**src/include/rsc_pkg.sv**
```systemverilog
package rsc_pkg;
  // ------------------------------------------------------------
  // Register byte offsets
  // ------------------------------------------------------------
  localparam logic [7:0] OFS_CONV_CTRL  = 8'h00;
  localparam logic [7:0] OFS_DISCHARGE  = 8'h04;
  localparam logic [7:0] OFS_REG_CTRL   = 8'h08;
  localparam logic [7:0] OFS_LIN_VOLT   = 8'h0c;
  localparam logic [7:0] OFS_FAULT      = 8'h10;
  localparam logic [7:0] OFS_STATUS     = 8'h14;
  localparam logic [7:0] OFS_BUCK3_VSET = 8'h18;

  // ------------------------------------------------------------
  // Field positions and reset values
  // ------------------------------------------------------------
  localparam int          LOW_RIPPLE_BIT  = 3;
  localparam logic [7:0]  CONV_CTRL_RST   = 8'h00;
  localparam logic [2:0]  DISCHARGE_RST   = 3'h0;
  localparam logic [1:0]  REG_CTRL_RST    = 2'h3;
  localparam logic [7:0]  LIN_VOLT_RST    = 8'h00;

  // Default output setting codes in millivolts, per select level
  localparam logic [11:0] B1_DEF_LO = 12'hbb8;
  localparam logic [11:0] B1_DEF_HI = 12'hce4;
  localparam logic [11:0] B2_DEF_LO = 12'h708;
  localparam logic [11:0] B2_DEF_HI = 12'h9c4;
  localparam logic [11:0] B3_DEF_LO = 12'h514;
  localparam logic [11:0] B3_DEF_HI = 12'h60e;

  // ------------------------------------------------------------
  // Timing
  // ------------------------------------------------------------
  localparam int CLK_NS        = 100;
  localparam int BIAS_US       = 170;
  localparam int SOFTSTART_US  = 750;
  localparam int DEBOUNCE_MS   = 30;
  localparam int RESET_MS_1NF  = 100;
  localparam int BIAS_CYC      = (BIAS_US * 1000 + CLK_NS - 1) / CLK_NS;
  localparam int SOFTSTART_CYC = (SOFTSTART_US * 1000) / CLK_NS;
  localparam int DEBOUNCE_CYC  = (DEBOUNCE_MS * 1000000 + CLK_NS - 1) / CLK_NS;
  localparam int RESET_CYC_1NF = (RESET_MS_1NF * 1000000 + CLK_NS - 1) / CLK_NS;

  typedef enum logic [1:0] {RSC_OFF, RSC_BIAS, RSC_RAMP, RSC_RUN} rsc_buck_e;
endpackage

```
**src/rtl/rsc_buck_seq.sv**
```systemverilog
`timescale 1ns/1ns
module rsc_buck_seq #(
  parameter int BIAS_CYC = rsc_pkg::BIAS_CYC,
  parameter int RAMP_CYC = rsc_pkg::SOFTSTART_CYC
) (
  // Clock and reset
  input  wire logic        hclk,
  input  wire logic        hresetn,
  // Control
  input  wire logic        run_en,
  input  wire logic        dis_allow,
  input  wire logic        headroom_low,
  input  wire logic [6:0]  precharge_pct,
  // Converter drive
  output logic             switching,
  output logic             full_duty,
  output logic             discharge_on,
  output logic             in_reg,
  output logic             ramping
);
  localparam int CW = 24;
  rsc_pkg::rsc_buck_e state_r, state_nxt;
  logic [CW-1:0] cnt_r, cnt_nxt;
  logic [CW-1:0] ramp_left;

  // Precharged output skips the matching share of the ramp
  assign ramp_left = CW'((RAMP_CYC * (100 - int'(precharge_pct))) / 100);

  // Bias wait, then ramp, then regulate
  always_comb begin
    state_nxt = state_r;
    cnt_nxt   = (cnt_r != '0) ? cnt_r - 1'b1 : cnt_r;
    if (!run_en) begin
      state_nxt = rsc_pkg::RSC_OFF;
      cnt_nxt   = '0;
    end else begin
      case (state_r)
        rsc_pkg::RSC_OFF: begin
          state_nxt = rsc_pkg::RSC_BIAS;
          cnt_nxt   = CW'(BIAS_CYC - 1);
        end
        rsc_pkg::RSC_BIAS: begin
          if (cnt_r == '0) begin
            state_nxt = rsc_pkg::RSC_RAMP;
            cnt_nxt   = ramp_left;
          end
        end
        rsc_pkg::RSC_RAMP: begin
          if (cnt_r == '0) begin
            state_nxt = rsc_pkg::RSC_RUN;
          end
        end
        default: state_nxt = rsc_pkg::RSC_RUN;
      endcase
    end
  end

  always_ff @(posedge hclk or negedge hresetn) begin
    if (!hresetn) begin
      state_r <= rsc_pkg::RSC_OFF;
      cnt_r   <= '0;
    end else begin
      state_r <= state_nxt;
      cnt_r   <= cnt_nxt;
    end
  end

  // No switching during bias; the enable gate stops a shut-down rail in the same cycle
  assign switching    = run_en && (state_r == rsc_pkg::RSC_RAMP || state_r == rsc_pkg::RSC_RUN) && !headroom_low;
  assign full_duty    = run_en && (state_r == rsc_pkg::RSC_RUN) && headroom_low;
  assign discharge_on = !run_en && dis_allow;
  assign in_reg       = (state_r == rsc_pkg::RSC_RUN);
  assign ramping      = (state_r == rsc_pkg::RSC_RAMP);
endmodule

```
**src/rtl/rsc_timer.sv**
```systemverilog
`timescale 1ns/1ns
module rsc_timer #(
  parameter int CYC = 16
) (
  // Clock and reset
  input  wire logic hclk,
  input  wire logic hresetn,
  // Condition and result
  input  wire logic cond,
  output logic      done
);
  localparam int CW = $clog2(CYC + 1);
  logic [CW-1:0] cnt_r;

  // Restart whenever the condition drops before expiry
  always_ff @(posedge hclk or negedge hresetn) begin
    if (!hresetn) begin
      cnt_r <= '0;
    end else if (!cond) begin
      cnt_r <= '0;
    end else if (cnt_r != CW'(CYC)) begin
      cnt_r <= cnt_r + 1'b1;
    end
  end

  assign done = cond && (cnt_r == CW'(CYC));
endmodule

```
**src/rtl/rsc_top.sv**
```systemverilog
// Overview of operation
// - Control bit 3 selects low-ripple PFM for all three converters.
// - Converter waits the bias delay after enable before switching.
// - Soft-start ramp lasts 750 us, shortened by output precharge.
// - Discharge is off after reset, enabled per converter by register bit.
// - Enabled discharge load stays while converter is disabled, released on enable.
// - Each rail flags fault below 10 percent, clears above 5 percent band.
// - Any rail fault raises interrupt; flags readable in fault register.
// - Disabled regulator's comparator is ignored and flag reads good.
// - One pin enables both linear regulators; register may disable each.
// - Lockout or overtemperature shuts down all five regulators.
// - Supply lockout disables every converter and linear regulator.
// - Each converter follows its own enable pin.
// - Default voltage of each converter follows its select pin.
// - Warm reset returns only converter three's setting to default.
// - Warm reset input is debounced before use.
// - Reset output low at power-up and while backup rail is low, then timed.
// - Reset hold time scales with timing capacitor, 100 ms per nF.
// - Warm reset also drives timed reset output low.
// - Low headroom in regulation forces full duty with high side on.
// - Debounce needs 30 ms of stable input.
// - Timed reset low starts when backup rail is good.
// - Converter three default also on backup low, lockout, reset, or both off.
//
// Decided for this implementation: the register addresses and the AHB-Lite slave port.
`timescale 1ns/1ns
module rsc_top #(
  parameter int DEBOUNCE_CYC = rsc_pkg::DEBOUNCE_CYC,
  parameter int RESET_CYC    = rsc_pkg::RESET_CYC_1NF,
  parameter int BIAS_CYC     = rsc_pkg::BIAS_CYC,
  parameter int RAMP_CYC     = rsc_pkg::SOFTSTART_CYC
) (
  // AHB-Lite clock and reset
  input  wire logic        hclk,
  input  wire logic        hresetn,
  // AHB-Lite slave
  input  wire logic        hsel,
  input  wire logic [7:0]  haddr,
  input  wire logic [1:0]  htrans,
  input  wire logic        hwrite,
  input  wire logic [2:0]  hsize,
  input  wire logic [31:0] hwdata,
  input  wire logic        hready,
  output logic [31:0]      hrdata,
  output logic             hreadyout,
  output logic             hresp,
  // Host pins
  input  wire logic        buck1_enable_pin,
  input  wire logic        buck2_enable_pin,
  input  wire logic        buck3_enable_pin,
  input  wire logic        linear_reg_enable_pin,
  input  wire logic        buck1_default_select,
  input  wire logic        buck2_default_select,
  input  wire logic        buck3_default_select,
  input  wire logic        warm_reset_in,
  output logic             system_reset_out_n,
  output logic             rail_fault_irq,
  // Analog monitors, rising good thresholds already applied
  input  wire logic        supply_lockout,
  input  wire logic        thermal_shutdown,
  input  wire logic        backup_rail_good,
  input  wire logic [4:0]  rail_below_10pct,
  input  wire logic [4:0]  rail_above_5pct,
  input  wire logic [2:0]  headroom_low,
  input  wire logic [6:0]  precharge_pct,
  input  wire logic [3:0]  reset_timing_cap,
  // Converter and regulator drive
  output logic [2:0]       buck_switching,
  output logic [2:0]       buck_full_duty,
  output logic [2:0]       buck_discharge,
  output logic [2:0]       buck_ramping,
  output logic             low_ripple_pfm,
  output logic [1:0]       linear_enable,
  output logic [11:0]      buck1_vset,
  output logic [11:0]      buck2_vset,
  output logic [11:0]      buck3_vset_out
);
  // ------------------------------------------------------------
  // Registers and flags
  // ------------------------------------------------------------
  logic [7:0]  conv_ctrl_r;
  logic [2:0]  discharge_ctrl_r;
  logic [1:0]  reg_ctrl_r;
  logic [7:0]  linear_voltage_r;
  logic [11:0] buck3_vset_r;
  logic [4:0]  fault_r;
  logic        wr_pend_r;
  logic [7:0]  wr_addr_r;
  logic [31:0] hrdata_r;

  // ------------------------------------------------------------
  // Enables and shutdown
  // ------------------------------------------------------------
  logic       shutdown;
  logic [2:0] buck_run;
  logic [4:0] rail_on;
  logic [2:0] buck_in_reg;

  // Lockout or overtemperature kills all five rails
  assign shutdown      = supply_lockout || thermal_shutdown;
  assign buck_run      = {buck3_enable_pin, buck2_enable_pin, buck1_enable_pin} & {3{!shutdown}};
  assign linear_enable = {2{linear_reg_enable_pin && !shutdown}} & reg_ctrl_r;
  assign rail_on       = {linear_enable, buck_run};
  assign low_ripple_pfm = conv_ctrl_r[rsc_pkg::LOW_RIPPLE_BIT];

  // ------------------------------------------------------------
  // Converter sequencers
  // ------------------------------------------------------------
  // One sequencer per converter
  genvar gi;
  generate
    for (gi = 0; gi < 3; gi++) begin : g_buck
      rsc_buck_seq #(.BIAS_CYC(BIAS_CYC), .RAMP_CYC(RAMP_CYC)) u_seq (
        .hclk          (hclk),
        .hresetn       (hresetn),
        .run_en        (buck_run[gi]),
        .dis_allow     (discharge_ctrl_r[gi]),
        .headroom_low  (headroom_low[gi]),
        .precharge_pct (precharge_pct),
        .switching     (buck_switching[gi]),
        .full_duty     (buck_full_duty[gi]),
        .discharge_on  (buck_discharge[gi]),
        .in_reg        (buck_in_reg[gi]),
        .ramping       (buck_ramping[gi])
      );
    end
  endgenerate

  // ------------------------------------------------------------
  // Default voltages and warm reset
  // ------------------------------------------------------------
  logic [11:0] buck3_default;
  logic        warm_reset_db;
  logic        reset_timer_done;
  logic        buck3_restore;

  // Pin-selected defaults
  assign buck1_vset    = buck1_default_select ? rsc_pkg::B1_DEF_HI : rsc_pkg::B1_DEF_LO;
  assign buck2_vset    = buck2_default_select ? rsc_pkg::B2_DEF_HI : rsc_pkg::B2_DEF_LO;
  assign buck3_default = buck3_default_select ? rsc_pkg::B3_DEF_HI : rsc_pkg::B3_DEF_LO;
  assign buck3_vset_out = buck3_vset_r;

  // Warm reset must hold steady for the filter time
  rsc_timer #(.CYC(DEBOUNCE_CYC)) u_debounce (
    .hclk    (hclk),
    .hresetn (hresetn),
    .cond    (warm_reset_in),
    .done    (warm_reset_db)
  );

  // ------------------------------------------------------------
  // Reset output
  // ------------------------------------------------------------
  // Timed hold restarts on any low backup rail or warm reset
  logic        hold_cond;
  logic [31:0] hold_cnt_r;
  logic [31:0] hold_target;
  assign hold_cond   = backup_rail_good && !warm_reset_db;
  assign hold_target = 32'(RESET_CYC) * 32'(reset_timing_cap);
  always_ff @(posedge hclk or negedge hresetn) begin
    if (!hresetn) begin
      hold_cnt_r <= '0;
    end else if (!hold_cond) begin
      hold_cnt_r <= '0;
    end else if (hold_cnt_r < hold_target) begin
      hold_cnt_r <= hold_cnt_r + 1'b1;
    end
  end
  assign reset_timer_done = hold_cond && (hold_cnt_r >= hold_target);

  // Low from power-up until the hold expires
  always_ff @(posedge hclk or negedge hresetn) begin
    if (!hresetn) begin
      system_reset_out_n <= 1'b0;
    end else begin
      system_reset_out_n <= reset_timer_done;
    end
  end

  // Only converter three's setting returns to default
  assign buck3_restore = warm_reset_db || !backup_rail_good || supply_lockout ||
                         !system_reset_out_n || (!buck_run[0] && !buck_run[2]);

  // ------------------------------------------------------------
  // Power-good flags
  // ------------------------------------------------------------
  logic [4:0] fault_nxt;
  // Set below 10 percent, clear only past the 5 percent band; off rails read good
  assign fault_nxt = rail_on & ((fault_r & ~rail_above_5pct) | rail_below_10pct);
  assign rail_fault_irq = |fault_r;

  always_ff @(posedge hclk or negedge hresetn) begin
    if (!hresetn) begin
      fault_r <= '0;
    end else begin
      fault_r <= fault_nxt;
    end
  end

  // ------------------------------------------------------------
  // AHB-Lite slave, zero wait states
  // ------------------------------------------------------------
  logic       addr_valid;
  logic       wr_req;
  logic [7:0] rd_addr;
  logic [31:0] rd_mux;
  assign addr_valid = hsel && hready && htrans[1];
  assign wr_req     = addr_valid && hwrite;
  assign rd_addr    = haddr;
  assign hreadyout  = 1'b1;
  assign hresp      = 1'b0;
  assign hrdata     = hrdata_r;

  // Read decode; unmapped words read zero
  always_comb begin
    if (rd_addr == rsc_pkg::OFS_CONV_CTRL) begin
      rd_mux = {24'h000000, conv_ctrl_r};
    end else if (rd_addr == rsc_pkg::OFS_DISCHARGE) begin
      rd_mux = {29'h0, discharge_ctrl_r};
    end else if (rd_addr == rsc_pkg::OFS_REG_CTRL) begin
      rd_mux = {30'h0, reg_ctrl_r};
    end else if (rd_addr == rsc_pkg::OFS_LIN_VOLT) begin
      rd_mux = {24'h000000, linear_voltage_r};
    end else if (rd_addr == rsc_pkg::OFS_FAULT) begin
      rd_mux = {27'h0, fault_r};
    end else if (rd_addr == rsc_pkg::OFS_STATUS) begin
      rd_mux = {23'h0, system_reset_out_n, shutdown, buck_ramping, buck_in_reg, buck_full_duty[0]};
    end else if (rd_addr == rsc_pkg::OFS_BUCK3_VSET) begin
      rd_mux = {20'h00000, buck3_vset_r};
    end else begin
      rd_mux = 32'h00000000;
    end
  end

  // Capture address phase; read data is registered into the data phase
  always_ff @(posedge hclk or negedge hresetn) begin
    if (!hresetn) begin
      wr_pend_r <= 1'b0;
      wr_addr_r <= 8'h00;
      hrdata_r  <= 32'h00000000;
    end else begin
      wr_pend_r <= wr_req;
      wr_addr_r <= haddr;
      if (addr_valid && !hwrite) begin
        hrdata_r <= rd_mux;
      end
    end
  end

  // ------------------------------------------------------------
  // Register writes
  // ------------------------------------------------------------
  // Register writes in the data phase
  always_ff @(posedge hclk or negedge hresetn) begin
    if (!hresetn) begin
      conv_ctrl_r      <= rsc_pkg::CONV_CTRL_RST;
      discharge_ctrl_r <= rsc_pkg::DISCHARGE_RST;
      reg_ctrl_r       <= rsc_pkg::REG_CTRL_RST;
      linear_voltage_r <= rsc_pkg::LIN_VOLT_RST;
    end else if (wr_pend_r) begin
      if (wr_addr_r == rsc_pkg::OFS_CONV_CTRL) begin
        conv_ctrl_r <= hwdata[7:0];
      end else if (wr_addr_r == rsc_pkg::OFS_DISCHARGE) begin
        discharge_ctrl_r <= hwdata[2:0];
      end else if (wr_addr_r == rsc_pkg::OFS_REG_CTRL) begin
        reg_ctrl_r <= hwdata[1:0];
      end else if (wr_addr_r == rsc_pkg::OFS_LIN_VOLT) begin
        linear_voltage_r <= hwdata[7:0];
      end
    end
  end

  // Converter three setting; restore beats a software write
  always_ff @(posedge hclk or negedge hresetn) begin
    if (!hresetn) begin
      buck3_vset_r <= rsc_pkg::B3_DEF_LO;
    end else if (buck3_restore) begin
      buck3_vset_r <= buck3_default;
    end else if (wr_pend_r && wr_addr_r == rsc_pkg::OFS_BUCK3_VSET) begin
      buck3_vset_r <= hwdata[11:0];
    end
  end
endmodule

```
**config.mk**
```make
export PLATFORM = sky130hd
export DESIGN_NAME = rsc_top
export DESIGN_NICKNAME = d
export VERILOG_FILES = /design/src/include/rsc_pkg.sv /design/src/rtl/rsc_buck_seq.sv /design/src/rtl/rsc_timer.sv /design/src/rtl/rsc_top.sv
export SDC_FILE = /design/constraint.sdc
export NUM_CORES = 1
export LEC_CHECK = 0
export ABC_AREA = 1
export BUFFER_PORTS_ARGS = -buffer_cell sky130_fd_sc_hd__buf_2
export CORE_ASPECT_RATIO = 1.25
export CORE_MARGIN = 2
export CORE_UTILIZATION = 50
export DETAILED_ROUTE_END_ITERATION = 6
export HOLD_SLACK_MARGIN = 0.05
export MAX_ROUTING_LAYER = met4
export PLACE_DENSITY_LB_ADDON = 0.05
export SYNTH_ARGS = -nofsm -noshare
export SYNTH_HDL_FRONTEND = slang
export SYNTH_SLANG_ARGS = --single-unit
```
**constraint.sdc**
```tcl
create_clock -name hclk -period 3.7 [get_ports hclk]
set_clock_uncertainty 0.15 [all_clocks]
set_input_delay 0.74 -clock hclk [delete_from_list [all_inputs] [get_ports hclk]]
set_output_delay 0.74 -clock hclk [all_outputs]
set_load 0.1 [all_outputs]
```
# After elaboration in Yosys (flattened, before gate mapping)
# Cells that the tools add are included.
classes:
  add_sub_neg: 6
  multipliers: 2
  div: 1
  magnitude_cmp: 2
  n_eq_ne: 29
  n_mux: 40
  n_bitwise: 9
  n_reduce_logical: 64
op_table:
  columns: ["operator", "count"]
  rows:
  - ["two-way mux 24 bit", 9]
  - ["case mux 24 bit (2 select lines)", 3]
  - ["two-way mux 12 bit", 10]
  - ["logical NOT 24 bit", 3]
  - ["nonzero test 24 bit", 3]
  - ["subtractor 24 x 1 -> 24 bit (second input constant)", 3]
  - ["two-way mux 32 bit", 2]
  - ["two-way mux 19 bit", 2]
  - ["adder 32 x 1 -> 32 bit (second input constant)", 1]
  - ["divider 32 x 8 -> 32 bit (second input constant)", 1]
  - ["equality test 8 x 4 -> 1 bit (second input constant)", 4]
  - ["equality test 8 x 5 -> 1 bit (second input constant)", 4]
  - ["greater-or-equal comparator 32 x 24 -> 1 bit", 1]
  - ["< comparator 32 x 24 -> 1 bit", 1]
  - ["multiplier 12 x 32 -> 30 bit (first input constant)", 1]
  - ["logical AND 1 bit", 25]
  - ["adder 19 x 1 -> 19 bit (second input constant)", 1]
  - ["equality test 19 bit (second input constant)", 1]
  - ["inequality test 19 bit (second input constant)", 1]
  - ["multiplier 14 x 4 -> 18 bit (first input constant)", 1]
  - ["two-way mux 2 bit", 9]
  - ["case mux 2 bit (3 select lines)", 3]
  - ["equality test 8 x 3 -> 1 bit (second input constant)", 2]
  - ["logical NOT 8 bit", 2]
  - ["other kinds (23)", 60]
word_totals:
  regBits: 209
  input_bits: 85
  out_inout_bits: 87
  word_cells: 171

# Logic depth before layout (Yosys ltp)
depth:
  depth_word: 11
  mapped_depth: 181
  mapped_depth_nobuf: 176

# Hierarchy
# From an unflattened synthesis, not the netlist that was laid out.
hier_totals:
  hier_cells: 6650
  hier_area_um2: 43674.4
modules_own_cells:
  columns: ["mod", "n_inst", "cells_each", "area_per_inst_um2", "seq_area_each_um2"]
  rows:
  - ["rsc_buck_seq", 3, 1888, 12107.9, 650.6]
  - ["rsc_top", 1, 819, 6150.9, 2309.7]
  - ["rsc_timer", 1, 167, 1199.9, 475.5]

# Worst setup path after synthesis
# OpenSTA, ideal clock, no wires.
synth_path:
  path_type: "input to register"
  startpoint: "input port precharge_pct[0]"
  endpoint: "register g_buck[0].u_seq.cnt_r[14]"
  setup_time_ps: 141
  t_arrival_ps: 18915
  required_ps: 3409
  slack_ps: -15506
  stages: 151
  n_path_buf: 13
  path_cell_list: "buf_4 inv_2 ha_1 inv_1 nand2_1 nand2_1 o21ai_0 xnor2_1 inv_1 ha_1 inv_1 fa_1 fa_1 fa_1 inv_1 ha_1 nand2_1 nand2_1 [115 not listed] nand2_2 nand3_1 nor2_4 nand3_4 inv_4 ha_1 nand2_1 nor2_1 nand2_1 nor2_1 nand2_1 nor3_1 nand2_1 nand2_1 xor2_1 inv_1 o21ai_0 o22ai_1"
synth_between:
  elab_chain_cells: 6
synth_lines:
  columns: ["item", "line_no", "rtl"]
  rows:
  - ["start: declaration", "rsc_top.sv:65", "input wire logic [6:0] precharge_pct,"]
  - ["subtractor 7 x 7 -> 8 bit", "rsc_buck_seq.sv:27", "assign ramp_left = CW'((RAMP_CYC * (100 - int'(precharge_pct))) / 100);"]
  - ["multiplier 12 x 32 -> 30 bit", "rsc_buck_seq.sv:27", null]
  - ["divider 32 x 8 -> 32 bit", "rsc_buck_seq.sv:27", null]
  - ["two-way mux 24 bit", "rsc_buck_seq.sv:43", "if (cnt_r == '0) begin"]
  - ["case mux 24 bit (2 select lines)", "rsc_buck_seq.sv:37", "case (state_r)"]
  - ["two-way mux 24 bit", "rsc_buck_seq.sv:33", "if (!run_en) begin"]
  - ["via g_buck[0].u_seq.cnt_nxt[14]", "rsc_buck_seq.sv:23", "logic [CW-1:0] cnt_r, cnt_nxt;"]
  - ["end signal: assignment", "rsc_buck_seq.sv:64", "cnt_r <= cnt_nxt;"]
  - ["end: declaration", "rsc_buck_seq.sv:23", null]
# The timed path passes the listed nets, and every way through them passes these cells.
# A chain may end at the register's enable or synchronous reset.

# Worst setup path in the final report
layout_path:
  startpoint: "input port precharge_pct[1]"
  endpoint: "register g_buck[0].u_seq.cnt_r[20]"
# Same word-level chain as after synthesis.

==> run metrics <==
failing checks negative setup slack; worst slew pin tran approximately 840 ps; worst setup path startpoint precharge_pct[1]; Max Freq between 0.05 and 0.06 GHz; Clk pin slew, worst setup/hold paths ~80 ps; R2R cell count 21; Synth Warn # 0; die area roughly 50000 um2; Port Buffers about 120; outcome finished with violations; Worst-Skew Late Latency 460 ps; total congestion overflow 0; Post-Route WL a little over 80000 um; vias in the first global route 26900; Die Y 250 um; Required @ worst endpoint approximately 3900 ps; Initial DRC Count 1548; CTS sink cnt between 150 and 200; CP max stage delay about 480 ps; post-synthesis cell type count 78; htree depth 4; DRT Pass-1 Iters 6; Area Growth Syn to Fin 47.5%; ANT cells 0; dpl hpwl a little over 60000 um; register bit count reported by yosys ~190; Post-synth EDFFs 0; Rows 90; worst hold-check path type input port to asynchronous set/reset pin; Crit-path slowest cell fa_1; setup slack after layout -15390 ps; Syn Std Cell Area 24300 um2; cts-stage hold buffer count 0; TritonCTS clock tree yes; initial core utilization 50.4%; Inserted Clock Buffers 17; Root Driver clkbuf_16; post-route minimum period 19090 ps; Slew HR between 40 and 50%; max_cap viols 0; Vias 27000; Area contributors post-synth dfrtp_1 19%, nand2_1 11%, inv_1 7.2%; Core ar. just under 50000 um2; CP startpoint kind input port; CP endpoint kind register; Avg WL per Cell ~16 um; post-synth top area share roughly a fifth; antenna violations before repair 0; Worst R2R Setup Slack around 210 ps; post-place setup slack -16460 ps; reg2reg end g_buck[2].u_seq.cnt_r[23]; DR vias/cell roughly 5.2; Final Hold Viols 0; RSZ-0062 raised after global routing true; Final Net Count approximately 4700; CTS Buffer Depth 2; Antenna Nets Post-Route 0; Syn Inst Count between 3000 and 4000; RePlAce Congestion between 0.9 and 1; sequential area share after synthesis between 10% and 20%; period utilisation layout 516%; GR Util All Layers 32.1%; average size of a mapped cell a little under 7 um2; share of cells above drive strength 1 a little under half; # setup viols final around 100; global-route wire length before repair between 100000 and 150000 um; worst-path maximum fanout 8; crit path DAT 19280 ps; Synth area leader dfrtp_1; Die Wd between 200 and 250 um; DRC 0; worst reg2reg path startpoint g_buck[2].u_seq.cnt_r[0]; critical path class input port to register; Synth async-reset ratio 100%; Primary FF master, synth dfrtp_1; Crit path top cell by count nand2_4; fillers 3737; Max Transition Viols Final 0; largest net degree at the start of global routing 64; num ports ~170
worst max-delay path: cells and delay by family:
family | cells | cell delay, ps
fa+ha+maj | 7 | 2030
simple gates | 106 | 11090
xor+xnor | 5 | 720
compound gates | 10 | 1860
buf+inv | 23 | 2710
state kept, by name, summed over array words and instances (netlist names):
register and cells:
discharge_ctrl_r 3, wr_addr_r 8, hrdata 12, fault_r 5
conv_ctrl_r 8, wr_pend_r 1, system_reset_out_n 1, reg_ctrl_r 2
g_buck.u_seq.state_r 6, hold_cnt_r 32, u_debounce.cnt_r 19, linear_voltage_r 8
g_buck.u_seq.cnt_r 72, buck3_vset_out 12
synthesized netlist by cell type (9+ instances only):
library cell and count:
a21oi_1 152, a221oi_1 10, buf_4 60, clkbuf_1 10
clkbuf_8 19, clkinv_1 13, dfrtp_1 183, fa_1 27
ha_1 95, inv_1 467, inv_2 35, nand2_1 744
nand2_2 163, nand2_4 80, nand2_8 10, nand3_1 249
nand3_2 56, nand3_4 21, nand3b_1 9, nand4_1 108
nor2_1 341, nor2_2 46, nor2_4 23, nor2_8 9
nor3_1 78, nor4_1 25, o21ai_0 146, o21ai_1 33
o21ai_2 12, or2_2 9, xnor2_1 41, xor2_1 121
worst max-delay path by stage:
stage	endpoint	slack, ps	depth (start not counted)
final	g_buck[0].u_seq.cnt_r[20]	-15390	151
after CTS	g_buck[0].u_seq.cnt_r[14]	-14770	161
after global placement	g_buck[0].u_seq.cnt_r[20]	-16010	147
after global routing	g_buck[0].u_seq.cnt_r[14]	-16530	157
after detailed placement	g_buck[0].u_seq.cnt_r[20]	-16460	151
after floorplan	g_buck[0].u_seq.cnt_r[14]	-14880	156
layer usage:
layer	track usage [%]	share of wire, %
met5	-	0
met4	12.1	4.4
met3	2.72	3.5
met2	59.5	53
met1	35.6	39
layout make-up:
type	instances	area, um2	area share, %
Clock buffer	20	457	1.27
Clock inverter	12	114	0.318
Inverter	530	2150	6.01
Multi-Input combinational cell	2750	19700	54.8
Sequential cell	189	4740	13.2
Tap cell	644	806	2.25
Timing Repair Buffer	1006	7930	22.1
repair_timing:
| action | CTS | global route |
|---|---|---|
| cloned | 14 | 0 |
| resized for setup | 411 | 285 |
| buffers inserted | 127 | 60 |
| endpoints found under the setup margin | 102 | 102 |
| endpoints found under the hold margin | 0 | 0 |
| pin swaps | 220 | 203 |
cells in the final DEF, fill, tap and decap left out, types with 21 or more instances in the layout:
cell type / synthesis / routed
buf_4: 60 / 790
nand2_1: 744 / 623
inv_1: 467 / 435
nor2_1: 341 / 273
nand2_2: 163 / 227
dfrtp_1: 183 / 183
nand3_1: 249 / 167
nand2_4: 80 / 129
a21oi_1: 152 / 114
nand4_1: 108 / 108
o21ai_0: 146 / 107
buf_2: 2 / 104
xor2_1: 121 / 102
nand3_2: 56 / 100
buf_6: 4 / 85
ha_1: 95 / 82
nor2_4: 23 / 73
nor2_2: 46 / 64
nand3_4: 21 / 63
inv_2: 35 / 56
nor3_1: 78 / 55
o21ai_2: 12 / 40
a21oi_2: 4 / 37
o21ai_1: 33 / 36
xnor2_1: 41 / 35
conb_1: 2 / 32
nand2_8: 10 / 28
fa_1: 27 / 26
buf_12: 8 / 23
xor2_2: 4 / 21
stage by stage:
| stage | cells | hold slack [ps] | TNS, ps | cell area (um2) | utilization [%] |
|---|---|---|---|---|---|
| 5_1_grt | 5151 | 146 | -1188360 | 35900 | 74.4 |
| 3_5_place_dp | 4932 | 317 | -1183700 | 30900 | 64.0 |
| 3_3_place_gp | 4932 | 315 | -1146310 | 30900 | 64.0 |
| 6_report | 5151 | 102 | -1101750 | 35900 | 74.4 |
| 4_1_cts | 5098 | 117 | -1053580 | 34200 | 71.1 |
| 2_1_floorplan | 3571 | 294 | -1044500 | 25000 | - |
cell families after synthesis:
kind of cell	count (synthesis)	synth area share (%)
AOI/OAI and AO/OA	426	10.2
other	2	0.0309
DFF	189	19.5
adders and majority gates	122	7.12
xor gates and xnor gates	168	6.24
and+or+nand+nor	1988	43.7
buffers and inverters	646	13.2
Power is left out: the tool's default activity adds up to more than one toggle a clock period on the data nets, which glitch-free logic cannot reach.
